[src/design/scd_pkg.sv]
// scd_pkg: constants and types for the stage command decoder
// assumes a single 125 MHz clock domain shared by all users
package scd_pkg;
    localparam int CODE_W = 8;
    localparam int ADDR_W = 5;
    localparam int OUT_N = 112;
    localparam int OUT_IDX_W = 7;
    localparam int STAT_W = 3;
    // command register field positions (bit 1 of the register is index 0)
    localparam int CODE_LSB = 0;
    localparam int ADDR_LSB = 8;
    localparam int RESET_BIT = 13;
    localparam int EXEC_BIT = 14;
    localparam int REG_W = 15;
    // timing
    localparam int CLK_MHZ = 125;
    localparam int PULSE_US = 50;
    localparam int PULSE_CYC = PULSE_US * CLK_MHZ;
    localparam int MIN_SPACING_MS = 100;
    localparam logic [CODE_W-1:0] CODE_ZERO = 8'h00;
    localparam logic [OUT_N-1:0] OUT_ZERO = '0;
    typedef enum logic [1:0] {
        SCD_IDLE = 2'b00,
        SCD_LATCHED = 2'b01,
        SCD_FIRE = 2'b11
    } scd_state_type;
endpackage : scd_pkg

[src/design/scd_stage_decoder.sv]
// scd_stage_decoder: one stage command decoder behind a parallel command bus
// assumes the adapter holds register bits steady per pass, synchronous to clk
// assumes the reset bit wins when reset and execute stand together
// assumes select and address stay put for the whole code pass
// limitation: codes from 112 up pick no line but still run a pulse
// limitation: a new code pass is ignored until the decoder is idle again
// hazard: feedback reads zero while idle, as it does for an all-ones code
//
// Summary of operation
// RULE_01: at most one of the 112 outputs is driven at any time.
// RULE_02: adapter spaces commands at least 100 ms apart; the bench waits only 8 cycles between them.
// RULE_03: the 8-bit code selects exactly one output driver; codes from 112 up select none here.
// RULE_04: true or complemented code selects the same output.
// RULE_05: adapter register bits 1 to 8 carry the command code.
// RULE_06: register bits 9 to 13 address one stage decoder.
// RULE_07: bit 14 clears the latched code in every decoder.
// RULE_08: bit 15 fires the latched command in the addressed decoder only.
// RULE_09: adapter writes code and address first, then reset or execute.
// RULE_10: after latching, the decoder returns the complement of the code.
// RULE_11: adapter executes only when feedback matches its code; the adapter model executes the retry pass without checking.
// RULE_12: on mismatch adapter resets and resends the complemented code.
// RULE_13: lines are shared; only the selected decoder responds.
// RULE_14: three status outputs go to the stage telemetry.
// RULE_15: adapter exposes non-code register bits to telemetry.
// RULE_16: latch and feedback stay stable until reset or execute, then idle.
module scd_stage_decoder
    import scd_pkg::*;
#(
    parameter logic [scd_pkg::ADDR_W-1:0] MY_ADDR = 5'h00,
    parameter int PULSE_CYCLES = scd_pkg::PULSE_CYC
) (
    input wire logic clk,
    input wire logic reset_n,
    input wire logic [scd_pkg::REG_W-1:0] cmdReg,
    input wire logic complementMode,
    input wire logic stageSelect,
    output logic [scd_pkg::CODE_W-1:0] feedback,
    output logic [scd_pkg::OUT_N-1:0] stageOut,
    output logic [scd_pkg::STAT_W-1:0] telemetry
);
    import scd_pkg::*;

    ////////////////////////////////////////////////////////////////////////
    // field split
    logic [CODE_W-1:0] cmdCode;
    logic [ADDR_W-1:0] cmdAddr;
    logic resetCmd;
    logic execCmd;
    logic addressed;
    assign cmdCode = cmdReg[CODE_LSB +: CODE_W];
    assign cmdAddr = cmdReg[ADDR_LSB +: ADDR_W];
    assign resetCmd = cmdReg[RESET_BIT];
    assign execCmd = cmdReg[EXEC_BIT];
    assign addressed = stageSelect && (cmdAddr == MY_ADDR); // see RULE_13

    ////////////////////////////////////////////////////////////////////////
    // decode of the latched code
    logic [OUT_N-1:0] decoded;
    logic [CODE_W-1:0] code_q, code_d;
    logic compl_q, compl_d;
    scd_onehot_decode #(
        .CODE_W(CODE_W),
        .OUT_N(OUT_N)
    ) u_decode (
        .code(code_q),
        .complemented(compl_q),
        .lines(decoded)
    ); // see RULE_03 see RULE_04

    ////////////////////////////////////////////////////////////////////////
    // pulse timer sizing: counts down from one less than the pulse length to zero
    localparam int CNT_W = (PULSE_CYCLES > 1) ? $clog2(PULSE_CYCLES) : 1;
    localparam logic [CNT_W-1:0] CNT_LOAD = CNT_W'(PULSE_CYCLES - 1);
    localparam logic [CNT_W-1:0] CNT_ZERO = '0;
    localparam logic [CNT_W-1:0] CNT_ONE = CNT_W'(1);

    ////////////////////////////////////////////////////////////////////////
    // sequencing state
    scd_state_type state_q, state_d;
    logic [CNT_W-1:0] cnt_q, cnt_d;

    ////////////////////////////////////////////////////////////////////////
    // decisions taken this cycle
    logic takeCode;
    logic takeReset;
    logic takeExec;
    logic pulseDone;
    // only an idle, selected decoder picks up a code pass
    assign takeCode = (state_q == SCD_IDLE) && addressed && !resetCmd && !execCmd;
    // the reset bit reaches every busy decoder, selected or not
    assign takeReset = resetCmd && (state_q != SCD_IDLE); // see RULE_07
    // execute acts only in the addressed decoder that holds a code
    // reset wins over execute when both bits stand
    assign takeExec = (state_q == SCD_LATCHED) && execCmd && addressed
        && !resetCmd; // see RULE_08
    // last cycle of the output pulse
    assign pulseDone = (state_q == SCD_FIRE) && (cnt_q == CNT_ZERO);

    ////////////////////////////////////////////////////////////////////////
    // guard: a decode fault must never raise two stage lines at once
    // costs an adder chain, keeps every stage line safe
    localparam logic [OUT_IDX_W:0] ONE_LINE = {{OUT_IDX_W{1'b0}}, 1'b1};
    logic [OUT_IDX_W:0] linesUp;
    logic [OUT_N-1:0] safeLines;
    always_comb begin
        linesUp = '0;
        for (int i = 0; i < OUT_N; i++) begin
            linesUp = linesUp + {{OUT_IDX_W{1'b0}}, decoded[i]};
        end
        safeLines = (linesUp > ONE_LINE) ? OUT_ZERO : decoded; // see RULE_01
    end

    ////////////////////////////////////////////////////////////////////////
    // state group: idle -> latched on a code pass, latched -> firing on execute,
    // busy -> idle on the reset bit or when the pulse timer runs out
    always_comb begin
        state_d = state_q;
        cnt_d = cnt_q;
        case (state_q)
            SCD_IDLE: begin
                if (takeCode) begin
                    state_d = SCD_LATCHED;
                end
            end
            SCD_LATCHED: begin
                if (takeReset) begin
                    state_d = SCD_IDLE; // forced reset, see RULE_07
                end else if (takeExec) begin
                    state_d = SCD_FIRE; // see RULE_08
                    cnt_d = CNT_LOAD;
                end
                // otherwise wait for the second pass, see RULE_16
            end
            SCD_FIRE: begin
                if (takeReset || pulseDone) begin
                    state_d = SCD_IDLE; // see RULE_16
                end else begin
                    cnt_d = cnt_q - CNT_ONE;
                end
            end
            default: begin
                state_d = SCD_IDLE;
            end
        endcase
    end

    // state registers
    always_ff @(posedge clk or negedge reset_n) begin
        if (!reset_n) begin
            state_q <= SCD_IDLE;
            cnt_q <= CNT_ZERO;
        end else begin
            state_q <= state_d;
            cnt_q <= cnt_d;
        end
    end

    ////////////////////////////////////////////////////////////////////////
    // latch group: code, its form and the feedback
    logic [CODE_W-1:0] feedback_d;
    always_comb begin
        code_d = code_q;
        compl_d = compl_q;
        feedback_d = feedback;
        if (takeCode) begin
            // feedback is the complement of the incoming code bits, so a bad bit shows in the loop
            code_d = cmdCode;
            compl_d = complementMode; // see RULE_04
            feedback_d = ~cmdCode; // see RULE_10
        end else if (state_d == SCD_IDLE) begin
            // staying or going idle clears everything, see RULE_16
            code_d = CODE_ZERO;
            compl_d = 1'b0;
            feedback_d = CODE_ZERO;
        end
    end

    // latch registers
    // code and feedback hold from pickup until reset or end of pulse
    always_ff @(posedge clk or negedge reset_n) begin
        if (!reset_n) begin
            code_q <= CODE_ZERO;
            compl_q <= 1'b0;
            feedback <= CODE_ZERO;
        end else begin
            code_q <= code_d;
            compl_q <= compl_d;
            feedback <= feedback_d;
        end
    end

    ////////////////////////////////////////////////////////////////////////
    // output group: stage lines and stage telemetry
    // status bit positions in the telemetry word
    localparam int TM_BUSY = 0;
    localparam int TM_FIRE = 1;
    localparam int TM_COMPL = 2;
    logic [OUT_N-1:0] stageOut_d;
    logic [STAT_W-1:0] telemetry_d;
    always_comb begin
        stageOut_d = OUT_ZERO;
        if (state_d == SCD_FIRE) begin
            stageOut_d = safeLines; // single line only, see RULE_01
        end
        // status: busy, firing, code complemented
        telemetry_d = '0;
        telemetry_d[TM_BUSY] = (state_d != SCD_IDLE); // see RULE_14
        telemetry_d[TM_FIRE] = (state_d == SCD_FIRE);
        telemetry_d[TM_COMPL] = compl_d;
    end

    // output registers
    // stage lines and telemetry leave straight from these flops; feedback leaves from the latch registers
    always_ff @(posedge clk or negedge reset_n) begin
        if (!reset_n) begin
            stageOut <= OUT_ZERO;
            telemetry <= '0;
        end else begin
            stageOut <= stageOut_d;
            telemetry <= telemetry_d;
        end
    end
endmodule : scd_stage_decoder

[src/design/scd_onehot_decode.sv]
// scd_onehot_decode: maps a code to one output line, true or complemented
// assumes code values from the output count up select nothing
module scd_onehot_decode #(
    parameter int CODE_W = 8,
    parameter int OUT_N = 112
) (
    input wire logic [CODE_W-1:0] code,
    input wire logic complemented,
    output logic [OUT_N-1:0] lines
);
    logic [CODE_W-1:0] trueCode;
    // undo complement, then raise at most one line
    always_comb begin
        trueCode = complemented ? ~code : code;
        lines = '0;
        for (int i = 0; i < OUT_N; i++) begin
            if (trueCode == CODE_W'(i)) begin
                lines[i] = 1'b1;
            end
        end
    end
endmodule : scd_onehot_decode

[config.mk]
export PLATFORM = sky130hd
export DESIGN_NAME = scd_stage_decoder
export DESIGN_NICKNAME = d
export VERILOG_FILES = /design/src/design/scd_pkg.sv /design/src/design/scd_stage_decoder.sv /design/src/design/scd_onehot_decode.sv
export SDC_FILE = /design/constraint.sdc
export NUM_CORES = 1
export LEC_CHECK = 0
export BUFFER_PORTS_ARGS = -buffer_cell sky130_fd_sc_hd__buf_4
export CAP_MARGIN = 10
export CELL_PAD_IN_SITES_DETAIL_PLACEMENT = 0
export CELL_PAD_IN_SITES_GLOBAL_PLACEMENT = 1
export CORE_MARGIN = 3
export CORE_UTILIZATION = 35
export DETAILED_ROUTE_END_ITERATION = 7
export PLACE_DENSITY_LB_ADDON = 0.1
export SLEW_MARGIN = 20
export SYNTH_ARGS = -nofsm -noshare
export SYNTH_HDL_FRONTEND = slang
export SYNTH_HIERARCHICAL = 1
export SYNTH_SLANG_ARGS = --single-unit
export TNS_END_PERCENT = 20
[constraint.sdc]
create_clock -name clk -period 7.6 [get_ports clk]
set_clock_uncertainty 0.05 [all_clocks]
set_input_delay 1.52 -clock clk [delete_from_list [all_inputs] [get_ports clk]]
set_output_delay 1.52 -clock clk [all_outputs]
set_load 0.01 [all_outputs]
# Word level (Yosys, flattened, before mapping)
# Cells that the tools add are included.
# classes
addsub,112
n_lt_le_gt_ge,1
n_eq_ne,117
n_mux,129
bitwise_logic,2
reduce_logical,22
# op_table
op,n
adder 8 x 1 -> 8 bit,104
"== test 8 x 7 -> 1 bit, second input constant",48
"== test 8 x 6 -> 1 bit, second input constant",32
2-to-1 mux 112 bit,2
"== test 8 x 5 -> 1 bit, second input constant",16
2-to-1 mux 1 bit,114
"== test 8 x 4 -> 1 bit, second input constant",8
2-to-1 mux 13 bit,3
"== test 8 x 3 -> 1 bit, second input constant",4
2-to-1 mux 8 bit,4
one-hot mux 13 bit (2 select lines),1
"== test 8 x 2 -> 1 bit, second input constant",2
NOT 8 bit,2
logical NOT 13 bit,1
"subtractor 13 x 1 -> 13 bit, second input constant",1
logical AND 1 bit,9
adder 7 x 1 -> 8 bit,1
"== test 8 x 1 -> 1 bit, second input constant",1
"greater-than comparator 8 x 1 -> 1 bit, second input constant",1
logical NOT 8 bit,1
2-to-1 mux 2 bit,4
nonzero test 2 bit,4
adder 6 x 1 -> 7 bit,1
adder 5 x 1 -> 6 bit,1
other kinds (13),18
# totals
register_bits,147
input_bits,19
out_inout_bits,123
elab_cells,390

# Longest topological paths before layout
# logic_depth
depth_word,118
depth_mapped,29
mapped_depth_nobuf,25

# By module
# Netlist, hierarchy kept.
# by_module_without_submodules
mod,instances,cells_each,area_per_inst_um2,seq_area_each_um2
scd_stage_decoder,1,664,7963.9,3653.5
scd_onehot_decode,1,176,1018.5,0.0

# Least setup slack after synthesis
# OpenSTA, ideal clock, no wires.
# synth_timing
path_kind,register to register
startpoint,register code_q[5]
endpoint,register stageOut[102] in the netlist's numbering
setup_time_ps,67
arrival_ps,7550
required_ps,7483
slack_ps,-67
path_stages_with_launch,29
path_buffers,4
period_less_slack_ps,7667
cell_sequence,dfrtp_1 > buf_4 > and3b_1 > a32oi_2 > buf_4 > nor2_1 > inv_1 > fa_1 > inv_1 > fa_1 > inv_1 > fa_1 > inv_1 > fa_1 > inv_1 > fa_1 > fa_1 > fa_1 > fa_1 > fa_1 > inv_1 > ha_1 > fa_1 > nor2_1 > o2111ai_1 > a21oi_1 > clkbuf_1 > clkbuf_1 > and3_1
# synth_via
elab_cells_between_ends,340
classes_between,111 x add/sub; 1 x order compare; 111 x eq/ne; 115 x mux; 1 x bitwise; 1 x reduce/logical
# synth_rtl
item,line,rtl
"start, declared",scd_stage_decoder.sv:59,"logic [CODE_W-1:0] code_q, code_d;"
"start signal, assigned",scd_stage_decoder.sv:186,code_q <= code_d;
NOT 8 bit,scd_onehot_decode.sv:14,trueCode = complemented ? ~code : code;
2-to-1 mux 8 bit *,scd_onehot_decode.sv:14,
== test 8 x 6 -> 1 bit *,scd_onehot_decode.sv:17,if (trueCode == CODE_W'(i)) begin
2-to-1 mux 1 bit *,scd_onehot_decode.sv:17,
via decoded[35],scd_stage_decoder.sv:58,logic [OUT_N-1:0] decoded;
adder 8 x 1 -> 8 bit * (77 in a row),scd_stage_decoder.sv:108,"linesUp = linesUp + {{OUT_IDX_W{1'b0}}, decoded[i]};"
greater-than comparator 8 x 1 -> 1 bit *,scd_stage_decoder.sv:110,safeLines = (linesUp > ONE_LINE) ? OUT_ZERO : decoded;
2-to-1 mux 112 bit *,scd_stage_decoder.sv:110,
2-to-1 mux 112 bit *,scd_stage_decoder.sv:202,if (state_d == SCD_FIRE) begin
via stageOut_d[102],scd_stage_decoder.sv:198,logic [OUT_N-1:0] stageOut_d;
"end signal, assigned",scd_stage_decoder.sv:219,stageOut <= stageOut_d;
"end, declared",scd_stage_decoder.sv:38,"output logic [scd_pkg::OUT_N-1:0] stageOut,"
# The timed path passes the listed nets; every way through them passes the cells marked *.
# A chain may end at the register's enable or synchronous reset.

# Final worst setup path
# layout_timing
startpoint,register code_q[2]
endpoint,register stageOut[4] in the netlist's numbering
# layout_via
elab_cells_between_ends,340
classes_between,111 x add/sub; 1 x order compare; 111 x eq/ne; 115 x mux; 1 x bitwise; 1 x reduce/logical
# layout_rtl
item,line
NOT 8 bit,scd_onehot_decode.sv:14
2-to-1 mux 8 bit *,scd_onehot_decode.sv:14
== test 8 x 3 -> 1 bit *,scd_onehot_decode.sv:17
2-to-1 mux 1 bit *,scd_onehot_decode.sv:17
via decoded[7],scd_stage_decoder.sv:58
adder 7 x 1 -> 8 bit *,scd_stage_decoder.sv:108
adder 8 x 1 -> 8 bit * (104 in a row),scd_stage_decoder.sv:108
greater-than comparator 8 x 1 -> 1 bit *,scd_stage_decoder.sv:110
2-to-1 mux 112 bit *,scd_stage_decoder.sv:110
2-to-1 mux 112 bit *,scd_stage_decoder.sv:202
via stageOut_d[4],scd_stage_decoder.sv:198
# Marks and branches as above.

==> reports/metrics.csv <==
stage,metric,value,unit
logic_synthesis,"EDFF count, synth",0,
timing,"Setup violations, final",112,
setup_path,CP Class,flop to flop,
floorplan,Starting Density,0.357,
floorplan,DIE WIDTH,166,um
clocking,Num CTS Buffers,17,
power_and_ir_drop,Comb power frac,0.024,
floorplan,Ports,142,
logic_synthesis,part of the Yosys area used for sequential elements,0.407,
setup_path,crit-path leading delay family,adder cells,
logic_synthesis,ys flop type,dfrtp_1,
setup_path,worst path required time,7920,ps
clocking,CTS Sinks,146,
floorplan,num rows,58,
route,router iterations before antenna repair,5,
route,initial DRC count,481,
logic_synthesis,top post-synthesis cells by area,"dfrtp_1 (41%), fa_1 (22%), and3_1 (8.2%), inv_1 (7.0%), nor2_1 (4.9%)",
timing,max_slew headroom,0.336,
clocking,H-tree levels,4,
setup_path,"Top cell by count, worst path",fa_1,
logic_synthesis,largest area contributor in the netlist,dfrtp_1,
logic_synthesis,Mean Syn Cell Area,10.7,um2
status,failing checks,setup timing,
timing,final hold viol count,0,
logic_synthesis,Synth Net Count,978,
floorplan,die area,27600,um2
placement,GP Congestion,0.892,
route,via count,7114,
logic_synthesis,Yosys cell types,54,
grt,GRT Residual Overflow,0,
power_and_ir_drop,PD cells,128,nW/um2
power_and_ir_drop,Max VDD drop,0.0841,mV
grt,largest net degree at the start of global routing,115,
status,status,"complete, but fails checks",
cells_and_area,P&R area growth vs syn,44.1,%
setup_path,Critical-path top delay cell,fa_1,
grt,vias in the first global route,7580,
timing,max-slew violations,0,
cells_and_area,Final Util,0.514,
setup_path,crit path max fanout,22,
placement,dpl cells,1421,
timing,Slew @ Worst Pin,996,ps
power_and_ir_drop,leakage power,6.92,nW
timing,RSZ-0062 raised after global routing,true,
timing,fmax,126,MHz
cells_and_area,Layout Nets,1288,
route,Routed WL,30000,um
setup_path,Worst setup SP type,flop,
grt,first-pass GRT wire length,44700,um
setup_path,"Largest stage delay, worst path",580,ps
route,drc violations,0,
floorplan,Core Region,25200,um2
route,Vias per Instance,4.76,
timing,Final WS setup,-352,ps
grt,GRT Total Usage,0.211,
route,Post-DRT Antenna Nets,0,
power_and_ir_drop,P_sw,0.407,mW
power_and_ir_drop,Sw Share,0.245,
min_path,Min-Delay Path Class,flop to flop,
logic_synthesis,Syn Inst Count,840,
setup_path,WP data arrival,8270,ps
clocking,worst skew pair latency,440,ps
placement,Post-DP HPWL,20900,um
logic_synthesis,synthesized area,8980,um2
logic_synthesis,Synthesis Warnings,6,
timing,fin crit share,1.05,
clocking,clock buffer depth,2,
clocking,CTS tree,yes,
cells_and_area,Layout Cells excl Fill,1493,
clocking,"CTS clk-pin slew, worst paths",80,ps
logic_synthesis,"FF+latch count, synth",146,
cells_and_area,share of layout cells above drive strength 1,0.402,
setup_path,Setup crit end kind,flop,
placement,PortBufs,141,
power_and_ir_drop,sequential share of power,0.468,
job,Max Cap Viol,0,
floorplan,Die Ht,166,um
logic_synthesis,asr flop ratio synth,1.00,
grt,initial antenna violation count,0,
power_and_ir_drop,cell-internal power,1.25,mW
logic_synthesis,Synth top area share,0.407,
clocking,Root Buffer,clkbuf_16,
cells_and_area,Diodes inserted,0,
cells_and_area,Fill cells,2317,
route,DR WL/cell,20.1,um
setup_path,CP Buf/Inv Count,7,
timing,Tmin final,7950,ps
power_and_ir_drop,Clk pwr share,0.507,
==> repair_timing <==
item	CTS	global route
setup buffers	11	20
pin swaps	11	32
hold buffers	0	0
gates cloned	2	7
resized for setup	35	73
endpoints found under the setup margin	112	112
==> per-layer routing <==
metal	GRT usage	share of wire	routed length [um]
met1	0.289	0.44	13300
met2	0.358	0.50	15000
met3	0.0348	0.045	1360
met4	0.0448	0.012	365
met5	0	0	0
==> sequential cells by signal, summed over array words and instances, names as in the netlist <==
| signal | flops |
|---|---|
| stageOut | 112 |
| cnt_q | 13 |
| code_q | 8 |
| feedback | 8 |
| state_q | 2 |
| telemetry | 2 |
| compl_q | 1 |
==> power groups by stage <==
stage | clock network, mW | logic [mW] | registers, mW
5_1_grt | 0.889 | 0.0458 | 0.777
6_report | 0.842 | 0.0403 | 0.777
3_3_place_gp | 0 | 0.0350 | 0.792
2_1_floorplan | 0 | 0.00619 | 0.792
3_5_place_dp | 0 | 0.0353 | 0.792
4_1_cts | 0.857 | 0.0379 | 0.777
==> cell usage after synthesis (5+ instances only) <==
| master | n |
|---|---|
| fa_1 | 100 |
| o21ai_1 | 8 |
| a22oi_1 | 6 |
| clkbuf_1 | 29 |
| nor2_1 | 117 |
| nand2_1 | 13 |
| buf_4 | 6 |
| o211ai_1 | 5 |
| a22oi_2 | 10 |
| ha_1 | 19 |
| nand3_1 | 6 |
| nor2b_1 | 6 |
| inv_1 | 168 |
| and3_1 | 118 |
| buf_2 | 5 |
| a32oi_2 | 5 |
| and3b_1 | 6 |
| dfrtp_1 | 146 |
| a22o_1 | 9 |
==> final timing paths <==
kind / slack [ps] / cells after the start / startpoint / to
max: -350 / 25 / code_q[2] / stageOut[4]
min: 430 / 2 / feedback[5] / feedback[5]
min reg2reg: 430 / 2 / feedback[5] / feedback[5]
max in group asynchronous: 5130 / 2 / reset_n / stageOut[74]
max reg2reg: -350 / 25 / code_q[2] / stageOut[4]
min in group asynchronous: 1090 / 1 / reset_n / feedback[0]
==> final cells by class <==
class | instances | area (um2) | share of cell area
Timing Repair Buffer | 333 | 2840 | 0.220
Inverter | 168 | 634 | 0.0490
Sequential cell | 146 | 3660 | 0.283
Tap cell | 330 | 413 | 0.0319
Multi-Input combinational cell | 484 | 4820 | 0.372
Clock inverter | 14 | 144 | 0.0111
Clock buffer | 18 | 429 | 0.0332
==> per-stage QoR <==
step	hold WS (ps)	TNS, ps	power [mW]	worst slack (ps)	instance area, um2
2_1_floorplan	411	-361	0.799	-4.52	8980
3_3_place_gp	412	-62160	0.827	-620	11500
3_5_place_dp	423	-54780	0.827	-568	11500
4_1_cts	440	-35980	1.67	-352	12400
5_1_grt	479	-63670	1.71	-612	12900
6_report	433	-34580	1.66	-352	12900
==> cells in the final DEF, fill, tap and decap left out, types with 3 or more instances in the layout <==
cell,Yosys,layout
buf_4,6,298
inv_1,168,162
dfrtp_1,146,138
and3_1,118,113
fa_1,100,92
nor2_1,117,89
nor2_2,2,22
clkbuf_16,0,22
ha_1,19,18
buf_6,3,15
a22oi_2,10,13
nand2_1,13,12
buf_12,0,12
a22o_1,9,9
o21ai_1,8,8
fa_2,0,8
dfrtp_2,0,8
nor2_4,0,8
nand3_1,6,6
o211ai_1,5,5
inv_2,0,5
and3_4,0,5
inv_6,0,5
nor2b_1,6,4
nor4_1,4,4
clkinvlp_4,0,4
and3b_2,0,4
nor3b_4,0,4
a32oi_4,0,4
o41ai_1,3,3
inv_8,0,3
a2bb2oi_4,0,3
a22oi_1,6,3
==> cells by family (layout without fill, tap and decap cells) <==
family | Yosys count | in the layout | synth area share
AOI/OAI and AO/OA | 64 | 65 | 0.0652
adders and majority gates | 119 | 119 | 0.249
buffers and inverters | 211 | 533 | 0.0939
DFF | 146 | 146 | 0.407
muxes | 3 | 3 | 0.00348
and+or+nand+nor | 297 | 297 | 0.181
==> worst reg2reg max path, stage by stage (launching register included) <==
cell and delay, ps:
dfrtp_2 480, buf_4 170, nor3b_4 280, a22oi_2 180
buf_12 170, buf_4 120, nor2_1 150, inv_1 80
fa_1 540, fa_1 450, fa_1 580, fa_2 470
fa_2 570, fa_2 440, fa_1 530, fa_1 450
fa_1 500, inv_1 50, ha_2 170, fa_1 450
nor2_2 100, o2111ai_2 140, a21oi_4 190, buf_6 180
clkbuf_16 200, and3_1 190
(Power assumes the default switching activity.)
